===== config.mk =====
export PLATFORM = sky130hd
export DESIGN_NAME = mcr_bank
export DESIGN_NICKNAME = d
export VERILOG_FILES = /design/src/rtl/mcr_pkg.sv /design/src/rtl/mcr_bank.sv
export VERILOG_INCLUDE_DIRS = /design/src /design/src/rtl
export SDC_FILE = /design/constraint.sdc
export NUM_CORES = 1
export LEC_CHECK = 0
export ABC_AREA = 1
export BUFFER_PORTS_ARGS = -buffer_cell sky130_fd_sc_hd__buf_2
export CELL_PAD_IN_SITES_DETAIL_PLACEMENT = 0
export CELL_PAD_IN_SITES_GLOBAL_PLACEMENT = 2
export CORE_ASPECT_RATIO = 1.5
export CORE_MARGIN = 10
export CORE_UTILIZATION = 35
export DETAILED_ROUTE_END_ITERATION = 12
export GPL_ROUTABILITY_DRIVEN = 0
export PLACE_DENSITY_LB_ADDON = 0.1
export SLEW_MARGIN = 25
export SYNTH_ARGS = -nofsm -noshare
export SYNTH_HDL_FRONTEND = slang
export SYNTH_SLANG_ARGS = --single-unit

===== constraint.sdc =====
create_clock -name i_mclk -period 6.3 [get_ports i_mclk]
set_clock_uncertainty 0.1 [all_clocks]
set_input_delay 0.63 -clock i_mclk [delete_from_list [all_inputs] [get_ports i_mclk]]
set_output_delay 0.63 -clock i_mclk [all_outputs]
set_load 0.02 [all_outputs]

===== src/rtl/mcr_regs.svh =====
/*
 Offsets, field positions and reset values of the modem configuration bank.
 Assumes inclusion by bare name from the package and the bank module.
*/
`ifndef MCR_REGS_SVH
`define MCR_REGS_SVH

// ----------------------------------------
// Offsets
// ----------------------------------------
`define MCR_ADDR_W 6
`define MCR_OFS_BW_RATE_EXP 6'h10
`define MCR_OFS_RATE_MANT 6'h11
`define MCR_OFS_FILT_MOD 6'h12

// ----------------------------------------
// Field positions
// ----------------------------------------
`define MCR_BW_EXP_HI 7
`define MCR_BW_EXP_LO 6
`define MCR_BW_MANT_HI 5
`define MCR_BW_MANT_LO 4
`define MCR_RATE_EXP_HI 3
`define MCR_RATE_EXP_LO 0
`define MCR_DC_BYPASS_BIT 7
`define MCR_MOD_HI 6
`define MCR_MOD_LO 4
`define MCR_MANCH_BIT 3

// ----------------------------------------
// Reset values
// ----------------------------------------
`define MCR_RST_BW_EXP 2'h2
`define MCR_RST_BW_MANT 2'h0
`define MCR_RST_RATE_EXP 4'hc
`define MCR_RST_RATE_MANT 8'h22
`define MCR_RST_DC_BYPASS 1'h0
`define MCR_RST_MOD 3'h0
`define MCR_RST_MANCH 1'h0
// 8 * (4 + 0) * 2^2 for the reset bandwidth fields
`define MCR_RST_DECIM 9'h080

// ----------------------------------------
// Arithmetic constants
// ----------------------------------------
`define MCR_BW_MANT_OFFSET 3'h4
`define MCR_BW_DIV_SHIFT 4'h3
`define MCR_RATE_HIDDEN_ONE 1'h1
`define MCR_RATE_ACC_W 28

`endif


===== src/rtl/mcr_pkg.sv =====
/*
 Types of the modem configuration bank.
 Assumes the constants header is on the include path.
*/
`default_nettype none
`include "mcr_regs.svh"

package mcr_pkg;

	typedef enum logic [2:0] {
		MCR_MOD_2FSK = 3'h0,
		MCR_MOD_GFSK = 3'h1,
		MCR_MOD_OOK = 3'h3,
		MCR_MOD_MSK = 3'h7
	} mcr_mod_e;

	typedef struct packed {
		logic [1:0] bandwidth_exponent;
		logic [1:0] bandwidth_mantissa;
		logic [3:0] symbol_rate_exponent;
		logic [7:0] symbol_rate_mantissa;
		logic dc_block_bypass;
		logic [2:0] modulation_select;
		logic manchester_enable;
	} mcr_cfg_s;

	typedef struct packed {
		logic wr_en;
		logic rd_en;
		logic [`MCR_ADDR_W-1:0] addr;
		logic [7:0] wdata;
	} mcr_req_s;

endpackage
`default_nettype wire


===== src/rtl/mcr_bank.sv =====
/*
 Modem configuration register bank with the datapath settings derived from it.
 Assumes the serial configuration port has already decoded host transfers
 into single-cycle register requests on i_mclk.
*/
// What this block does
// - Decimation is 8 times (4 plus bandwidth mantissa) times 2 to the bandwidth exponent.
// - The symbol rate is a float, 4-bit exponent and 9-bit mantissa with a hidden top one.
// - Symbol rate is (256 + mantissa) * 2^exponent / 2^28 times the reference clock.
// - Rate exponent is bits 3:0 of the first register, reset to 1100, read and write.
// - The stored symbol rate mantissa fills the second register, reset to 0x22, read and write.
// - Bit 7 of the third register at 0 keeps the DC blocking filter on and at 1 bypasses it.
// - Bits 6:4 of the third register pick the modulation, reset zero, some codes unassigned.
// - Bit 3 of the third register enables Manchester coding, reset to 0.
`timescale 1ns/1ps
`default_nettype none
`include "mcr_regs.svh"

module mcr_bank (
	input wire logic i_mclk,
	input wire logic i_resetn,
	input wire mcr_pkg::mcr_req_s i_req,
	output logic [7:0] o_rdata,
	output logic o_rd_valid,
	output mcr_pkg::mcr_cfg_s o_cfg,
	output logic [8:0] o_decimation,
	output logic o_symbol_tick,
	output logic o_dc_block_enable,
	output logic o_mod_valid
);

	// ----------------------------------------
	// Helpers
	// ----------------------------------------
	function automatic logic [8:0] mcr_decim(input logic [1:0] e, input logic [1:0] m);
		logic [8:0] base;
		base = {6'h00, `MCR_BW_MANT_OFFSET + {1'b0, m}};
		mcr_decim = base << (`MCR_BW_DIV_SHIFT + {2'h0, e});
	endfunction

	function automatic logic [23:0] mcr_rate_inc(input logic [3:0] e, input logic [7:0] m);
		logic [23:0] mant;
		mant = {15'h0000, `MCR_RATE_HIDDEN_ONE, m};
		mcr_rate_inc = mant << e;
	endfunction

	function automatic logic mcr_mod_ok(input logic [2:0] code);
		case (code)
			mcr_pkg::MCR_MOD_2FSK,
			mcr_pkg::MCR_MOD_GFSK,
			mcr_pkg::MCR_MOD_OOK,
			mcr_pkg::MCR_MOD_MSK: mcr_mod_ok = 1'b1;
			default: mcr_mod_ok = 1'b0;
		endcase
	endfunction

	// ----------------------------------------
	// Registers
	// ----------------------------------------
	mcr_pkg::mcr_cfg_s cfg_reg;
	logic [`MCR_RATE_ACC_W-1:0] rate_acc_reg;
	logic [`MCR_RATE_ACC_W:0] rate_sum;
	logic wr_exp;
	logic wr_mant;
	logic wr_filt;

	assign wr_exp = i_req.wr_en && (i_req.addr == `MCR_OFS_BW_RATE_EXP);
	assign wr_mant = i_req.wr_en && (i_req.addr == `MCR_OFS_RATE_MANT);
	assign wr_filt = i_req.wr_en && (i_req.addr == `MCR_OFS_FILT_MOD);

	// One process owns cfg_reg, so the struct has a single driver
	always_ff @(posedge i_mclk or negedge i_resetn) begin
		if (!i_resetn) begin
			cfg_reg.bandwidth_exponent <= `MCR_RST_BW_EXP;
			cfg_reg.bandwidth_mantissa <= `MCR_RST_BW_MANT;
			cfg_reg.symbol_rate_exponent <= `MCR_RST_RATE_EXP;
			cfg_reg.symbol_rate_mantissa <= `MCR_RST_RATE_MANT;
			cfg_reg.dc_block_bypass <= `MCR_RST_DC_BYPASS;
			cfg_reg.modulation_select <= `MCR_RST_MOD;
			cfg_reg.manchester_enable <= `MCR_RST_MANCH;
		end else begin
			if (wr_exp) begin
				cfg_reg.bandwidth_exponent <= i_req.wdata[`MCR_BW_EXP_HI:`MCR_BW_EXP_LO];
				cfg_reg.bandwidth_mantissa <= i_req.wdata[`MCR_BW_MANT_HI:`MCR_BW_MANT_LO];
				cfg_reg.symbol_rate_exponent <= i_req.wdata[`MCR_RATE_EXP_HI:`MCR_RATE_EXP_LO];
			end
			if (wr_mant) begin
				cfg_reg.symbol_rate_mantissa <= i_req.wdata;
			end
			if (wr_filt) begin
				cfg_reg.dc_block_bypass <= i_req.wdata[`MCR_DC_BYPASS_BIT];
				cfg_reg.modulation_select <= i_req.wdata[`MCR_MOD_HI:`MCR_MOD_LO];
				cfg_reg.manchester_enable <= i_req.wdata[`MCR_MANCH_BIT];
			end
		end
	end

	// ----------------------------------------
	// Read path
	// ----------------------------------------
	// readback of stored fields
	always_ff @(posedge i_mclk or negedge i_resetn) begin
		if (!i_resetn) begin
			o_rdata <= 8'h00;
			o_rd_valid <= 1'b0;
		end else begin
			o_rd_valid <= i_req.rd_en;
			if (i_req.rd_en) begin
				case (i_req.addr)
					`MCR_OFS_BW_RATE_EXP: o_rdata <= {cfg_reg.bandwidth_exponent,
						cfg_reg.bandwidth_mantissa, cfg_reg.symbol_rate_exponent};
					`MCR_OFS_RATE_MANT: o_rdata <= cfg_reg.symbol_rate_mantissa;
					// Sync qualifier bits 2:0 live elsewhere; read as zero here
					`MCR_OFS_FILT_MOD: o_rdata <= {cfg_reg.dc_block_bypass,
						cfg_reg.modulation_select, cfg_reg.manchester_enable, 3'h0};
					default: o_rdata <= 8'h00;
				endcase
			end
		end
	end

	// ----------------------------------------
	// Datapath settings
	// ----------------------------------------
	assign o_cfg = cfg_reg;
	assign o_dc_block_enable = !cfg_reg.dc_block_bypass;
	assign o_mod_valid = mcr_mod_ok(cfg_reg.modulation_select);

	always_ff @(posedge i_mclk or negedge i_resetn) begin
		if (!i_resetn) begin
			o_decimation <= `MCR_RST_DECIM;
		end else begin
			o_decimation <= mcr_decim(cfg_reg.bandwidth_exponent, cfg_reg.bandwidth_mantissa);
		end
	end

	// rate accumulator, wraps at 2^28
	// Jitter of one clock per symbol is the price of a plain NCO
	assign rate_sum = {1'b0, rate_acc_reg}
		+ {5'h00, mcr_rate_inc(cfg_reg.symbol_rate_exponent, cfg_reg.symbol_rate_mantissa)};

	always_ff @(posedge i_mclk or negedge i_resetn) begin
		if (!i_resetn) begin
			rate_acc_reg <= '0;
			o_symbol_tick <= 1'b0;
		end else begin
			rate_acc_reg <= rate_sum[`MCR_RATE_ACC_W-1:0];
			o_symbol_tick <= rate_sum[`MCR_RATE_ACC_W];
		end
	end

	// ----------------------------------------
	// Assertions
	// ----------------------------------------
	property p_decim;
		@(posedge i_mclk) disable iff (!i_resetn)
		##1 o_decimation == (9'h008 << $past(cfg_reg.bandwidth_exponent))
			* ({7'h00, $past(cfg_reg.bandwidth_mantissa)} + 9'h004);
	endproperty
	a_decim: assert property (p_decim) else $error("decimation ratio wrong");

	// Step of the accumulator must carry the hidden one above the stored mantissa
	property p_hidden_one;
		@(posedge i_mclk) disable iff (!i_resetn)
		i_resetn |=> (rate_acc_reg - $past(rate_acc_reg))
			== 28'((29'h100 + {21'h0, $past(cfg_reg.symbol_rate_mantissa)})
			<< $past(cfg_reg.symbol_rate_exponent));
	endproperty
	a_hidden_one: assert property (p_hidden_one) else $error("hidden mantissa bit lost");

	property p_rate_wrap;
		@(posedge i_mclk) disable iff (!i_resetn)
		##1 o_symbol_tick == (({1'b0, $past(rate_acc_reg)}
			+ ((29'h100 + {21'h0, $past(cfg_reg.symbol_rate_mantissa)})
			<< $past(cfg_reg.symbol_rate_exponent))) >= 29'h10000000);
	endproperty
	a_rate_wrap: assert property (p_rate_wrap) else $error("symbol tick mismatch");

	property p_exp_wr;
		@(posedge i_mclk) disable iff (!i_resetn)
		wr_exp |=> cfg_reg.symbol_rate_exponent == $past(i_req.wdata[3:0])
			&& o_cfg.bandwidth_exponent == $past(i_req.wdata[7:6]);
	endproperty
	a_exp_wr: assert property (p_exp_wr) else $error("exponent write lost");

	property p_mant_hold;
		@(posedge i_mclk) disable iff (!i_resetn)
		!wr_mant |=> $stable(cfg_reg.symbol_rate_mantissa);
	endproperty
	a_mant_hold: assert property (p_mant_hold) else $error("mantissa changed without write");

	property p_dc_filter;
		@(posedge i_mclk) disable iff (!i_resetn)
		wr_filt |=> o_dc_block_enable == !$past(i_req.wdata[7]);
	endproperty
	a_dc_filter: assert property (p_dc_filter) else $error("dc filter state wrong");

	property p_mod_valid;
		@(posedge i_mclk) disable iff (!i_resetn)
		wr_filt && (i_req.wdata[6:4] == 3'h2) |=> !o_mod_valid;
	endproperty
	a_mod_valid: assert property (p_mod_valid) else $error("unassigned code accepted");

	property p_manch;
		@(posedge i_mclk) disable iff (!i_resetn)
		wr_filt |=> o_cfg.manchester_enable == $past(i_req.wdata[3]);
	endproperty
	a_manch: assert property (p_manch) else $error("manchester bit wrong");

	property p_readback;
		@(posedge i_mclk) disable iff (!i_resetn)
		i_req.rd_en && !i_req.wr_en && (i_req.addr == `MCR_OFS_RATE_MANT)
			|=> o_rd_valid && o_rdata == cfg_reg.symbol_rate_mantissa;
	endproperty
	a_readback: assert property (p_readback) else $error("readback mismatch");

	c_bypass: cover property (@(posedge i_mclk) disable iff (!i_resetn)
		wr_filt && i_req.wdata[7] ##1 !o_dc_block_enable);
	c_tick: cover property (@(posedge i_mclk) disable iff (!i_resetn) o_symbol_tick);
	c_ook: cover property (@(posedge i_mclk) disable iff (!i_resetn)
		o_cfg.modulation_select == 3'h3);
	c_read_exp: cover property (@(posedge i_mclk) disable iff (!i_resetn)
		i_req.rd_en && i_req.addr == `MCR_OFS_BW_RATE_EXP ##1 o_rd_valid);

endmodule
`default_nettype wire


==> flow_summary_export.csv <==
group,metric,value,unit
run_status,status,"finished, final reports clean",
worst_setup_path,worstSetupEndpointType,"register",
placed_design,io_buffer_count,59,
detailed_routing,drtAntennaViolNets,0,
clock_network,clk_latency,340,ps
detailed_routing,vias,4499,
clock_network,cts_resized,0,
floorplanning,die_x,116,um
worst_setup_path,worstPathRequired,6440,ps
global_routing,grt_pass1_vias,4755,
global_routing,antenna_found_initial,0,
worst_setup_path,cp_data_arrival_time,3410,ps
global_routing,grt.total_usage,0.175,
logic_synthesis,synth_area,0.00481,mm^2
global_routing,grt_max_degree,69,
layout,largest_reg_flops,28,
logic_synthesis,synth_nets,766,
floorplanning,rows,52,
worst_setup_path,cp_max_fo,18,
detailed_routing,postRouteWirelength,15700,um
floorplanning,start_util,0.357,
clock_network,cts-root-buf,"clkbuf_16",
floorplanning,dieArea,0.0189,mm^2
hold_path,hold_path.class,"input pin to async pin",
timing,setup_viol,0,
detailed_routing,drc,0,
worst_setup_path,crit_path_start_kind,"register",
timing,fmax,305,MHz
timing,max-slew-margin-rel,0.380,
logic_synthesis,syn_inst,721,
placed_design,hpwlAfterDp,12900,um
clock_network,h-tree-depth,3,
clock_network,cts_max_path_buffers,2,
global_routing,grt_overflow,0,
power,p_leak,3.13,nW
detailed_routing,wl_per_cell,16.5,um
detailed_routing,viasPerCell,4.75,
layout,drive_gt1_frac,0.130,
logic_synthesis,synth.area.top_cells,"dfrtp_1, nand2_1, inv_1",
logic_synthesis,yosysTopAreaCell,"dfrtp_1",
layout,area_growth,15.3,%
placed_design,dp_cells,931,
floorplanning,die_y,164,um
logic_synthesis,ys_types,33,
timing,drv_slew,0,
timing,hold_viol,0,
detailed_routing,routed-wl-met3,538,um
timing,worst_pin_slew,930,ps
timing,rsz0062_at_grt,"false",
floorplanning,fp.coreArea,0.0135,mm^2
worst_setup_path,path_cells,"inv_2 > o21ai_1 > o21ai_0 > nand2_1 > o21ai_0 > nand2_1 > o21ai_0 > ha_1 > nand2_1 > nor2_1 > nand3_1 > nand3_1 > nand3_1 > nand3_1 > nand2_1",
floorplanning,io_pins,60,
detailed_routing,drtPass1Iterations,5,
timing,min_period_over_period,0.520,
detailed_routing,route.met2.wl,8840,um
timing,tns,0,ps
layout,final_cells,947,
worst_setup_path,setup.worst_path.class,"register to register",
clock_network,postCtsSetupBuffers,0,
logic_synthesis,synth_top_cell_area_share,0.322,
clock_network,cts.clk_slew.worst_paths,70,ps
layout,seqCellArea,0.00171,mm^2
logic_synthesis,ys_warn_count,0,
detailed_routing,top_layer_used,"met4",
layout,n_fill_cell,1467,
layout,multi_input_area,0.00261,mm^2
worst_setup_path,critPathSlowestCell,"dfrtp_1",
layout,diodes,0,
layout,finish.utilization,0.412,
clock_network,cts.sinks,68,
logic_synthesis,synth-seq-cells,68,
logic_synthesis,avgSynthCellArea,6.67,um^2
timing,holdWs,324,ps
clock_network,holdBufCountCts,0,
clock_network,cts_made_buffers,9,
timing,period_needed,3280,ps
power,vdd_drop_max,0.166,mV
detailed_routing,drt_iter0_markers,155,
logic_synthesis,seq_area_frac_synth,0.355,
detailed_routing,met1Wirelength,5740,um
layout,finalNetCount,825,
power,cellPowerDensity,372,mW/mm^2
global_routing,grt_pass1_wl,24900,um
worst_setup_path,critPathMaxStageDelay,670,ps
job,maxCapViolations,0,
clock_network,cts_tree,"built",
==> metal layers <==
| layer | GRT usage | up-vias |
|---|---|---|
| met4 | 0.0788 | 0 |
| li1 | - | 2353 |
| met3 | 0.0334 | 26 |
| met5 | 0 | - |
| met2 | 0.342 | 92 |
| met1 | 0.169 | 2028 |
==> layout make-up <==
type	count	share of cell area
clock buffer	9	0.0406
clock inverter	7	0.0147
inverter	111	0.0751
multi-input combinational	531	0.471
sequential	68	0.308
tap	162	0.0366
timing repair buffer	59	0.0537
==> logic make-up after synthesis <==
family	Yosys count	synth area share
AOI/OAI and AO/OA	76	0.0871
xor gates and xnor gates	15	0.0273
adders and majority gates	27	0.0718
buffers and inverters	122	0.102
DFF	68	0.355
muxes	1	0.00208
and+or+nand+nor	412	0.355
==> power by group <==
| group | total, mW | internal [mW] | switching (mW) |
|---|---|---|---|
| combinational | 0.914 | 0.290 | 0.624 |
| sequential | 0.614 | 0.544 | 0.0701 |
| clock | 0.538 | 0.312 | 0.225 |
| total | 2.07 | 1.15 | 0.919 |
==> metrics by stage <==
step	total power, mW	instance area [um^2]	worst slack (ps)
3_3_place_gp	1.54	5240	2950
2_1_floorplan	1.24	4810	3740
4_1_cts	2.09	5550	2960
3_5_place_dp	1.55	5240	2990
6_report	2.07	5550	3020
5_1_grt	2.23	5550	2670
==> final timing paths <==
check,cells past startpoint,from,slack [ps],to
worst max-delay path,15,o_cfg[13],3020,rate_acc_reg[18]
worst min-delay path,1,i_resetn,320,rate_acc_reg[15]
worst max register to register,15,o_cfg[13],3020,rate_acc_reg[18]
worst min register to register,1,rate_acc_reg[0],380,rate_acc_reg[0]
max in group asynchronous,1,i_resetn,5170,o_rdata[4]
min in group i_mclk,1,rate_acc_reg[0],380,rate_acc_reg[0]
==> synthesized netlist by cell type, drive strengths merged <==
cell	instances
nand2	290
inv	111
dfrtp	62
nor2	55
o21ai	53
nand3	40
ha	26
a21oi	18
xor2	12
and2	9
nand4	8
nor3	8
buf	7
dfstp	6
clkbuf	4
xnor2	3
o211ai	2
o22ai	2
or2	2
a31oi	1
fa	1
mux2i	1
==> worst max-delay path: cells and delay by family (launching register included) <==
family	cells	cell delay, ps
adder cells (fa/ha/maj)	1	400
AO/OA/AOI/OAI	4	640
buffers and inverters	1	150
AND/OR/NAND/NOR	9	1210
flip-flops	1	670
==> layout by cell type (no fill, tap or decap), types with 9 or more instances in the layout <==
cell type / count
a21oi_1: 18
nor2_1: 54
inv_1: 109
o21ai_0: 32
nand2_1: 284
o21ai_1: 13
and2_1: 9
buf_2: 58
dfrtp_1: 62
ha_1: 26
xor2_1: 12
clkbuf_16: 9
nand3_1: 40
Power figures use the tool's default switching activity.
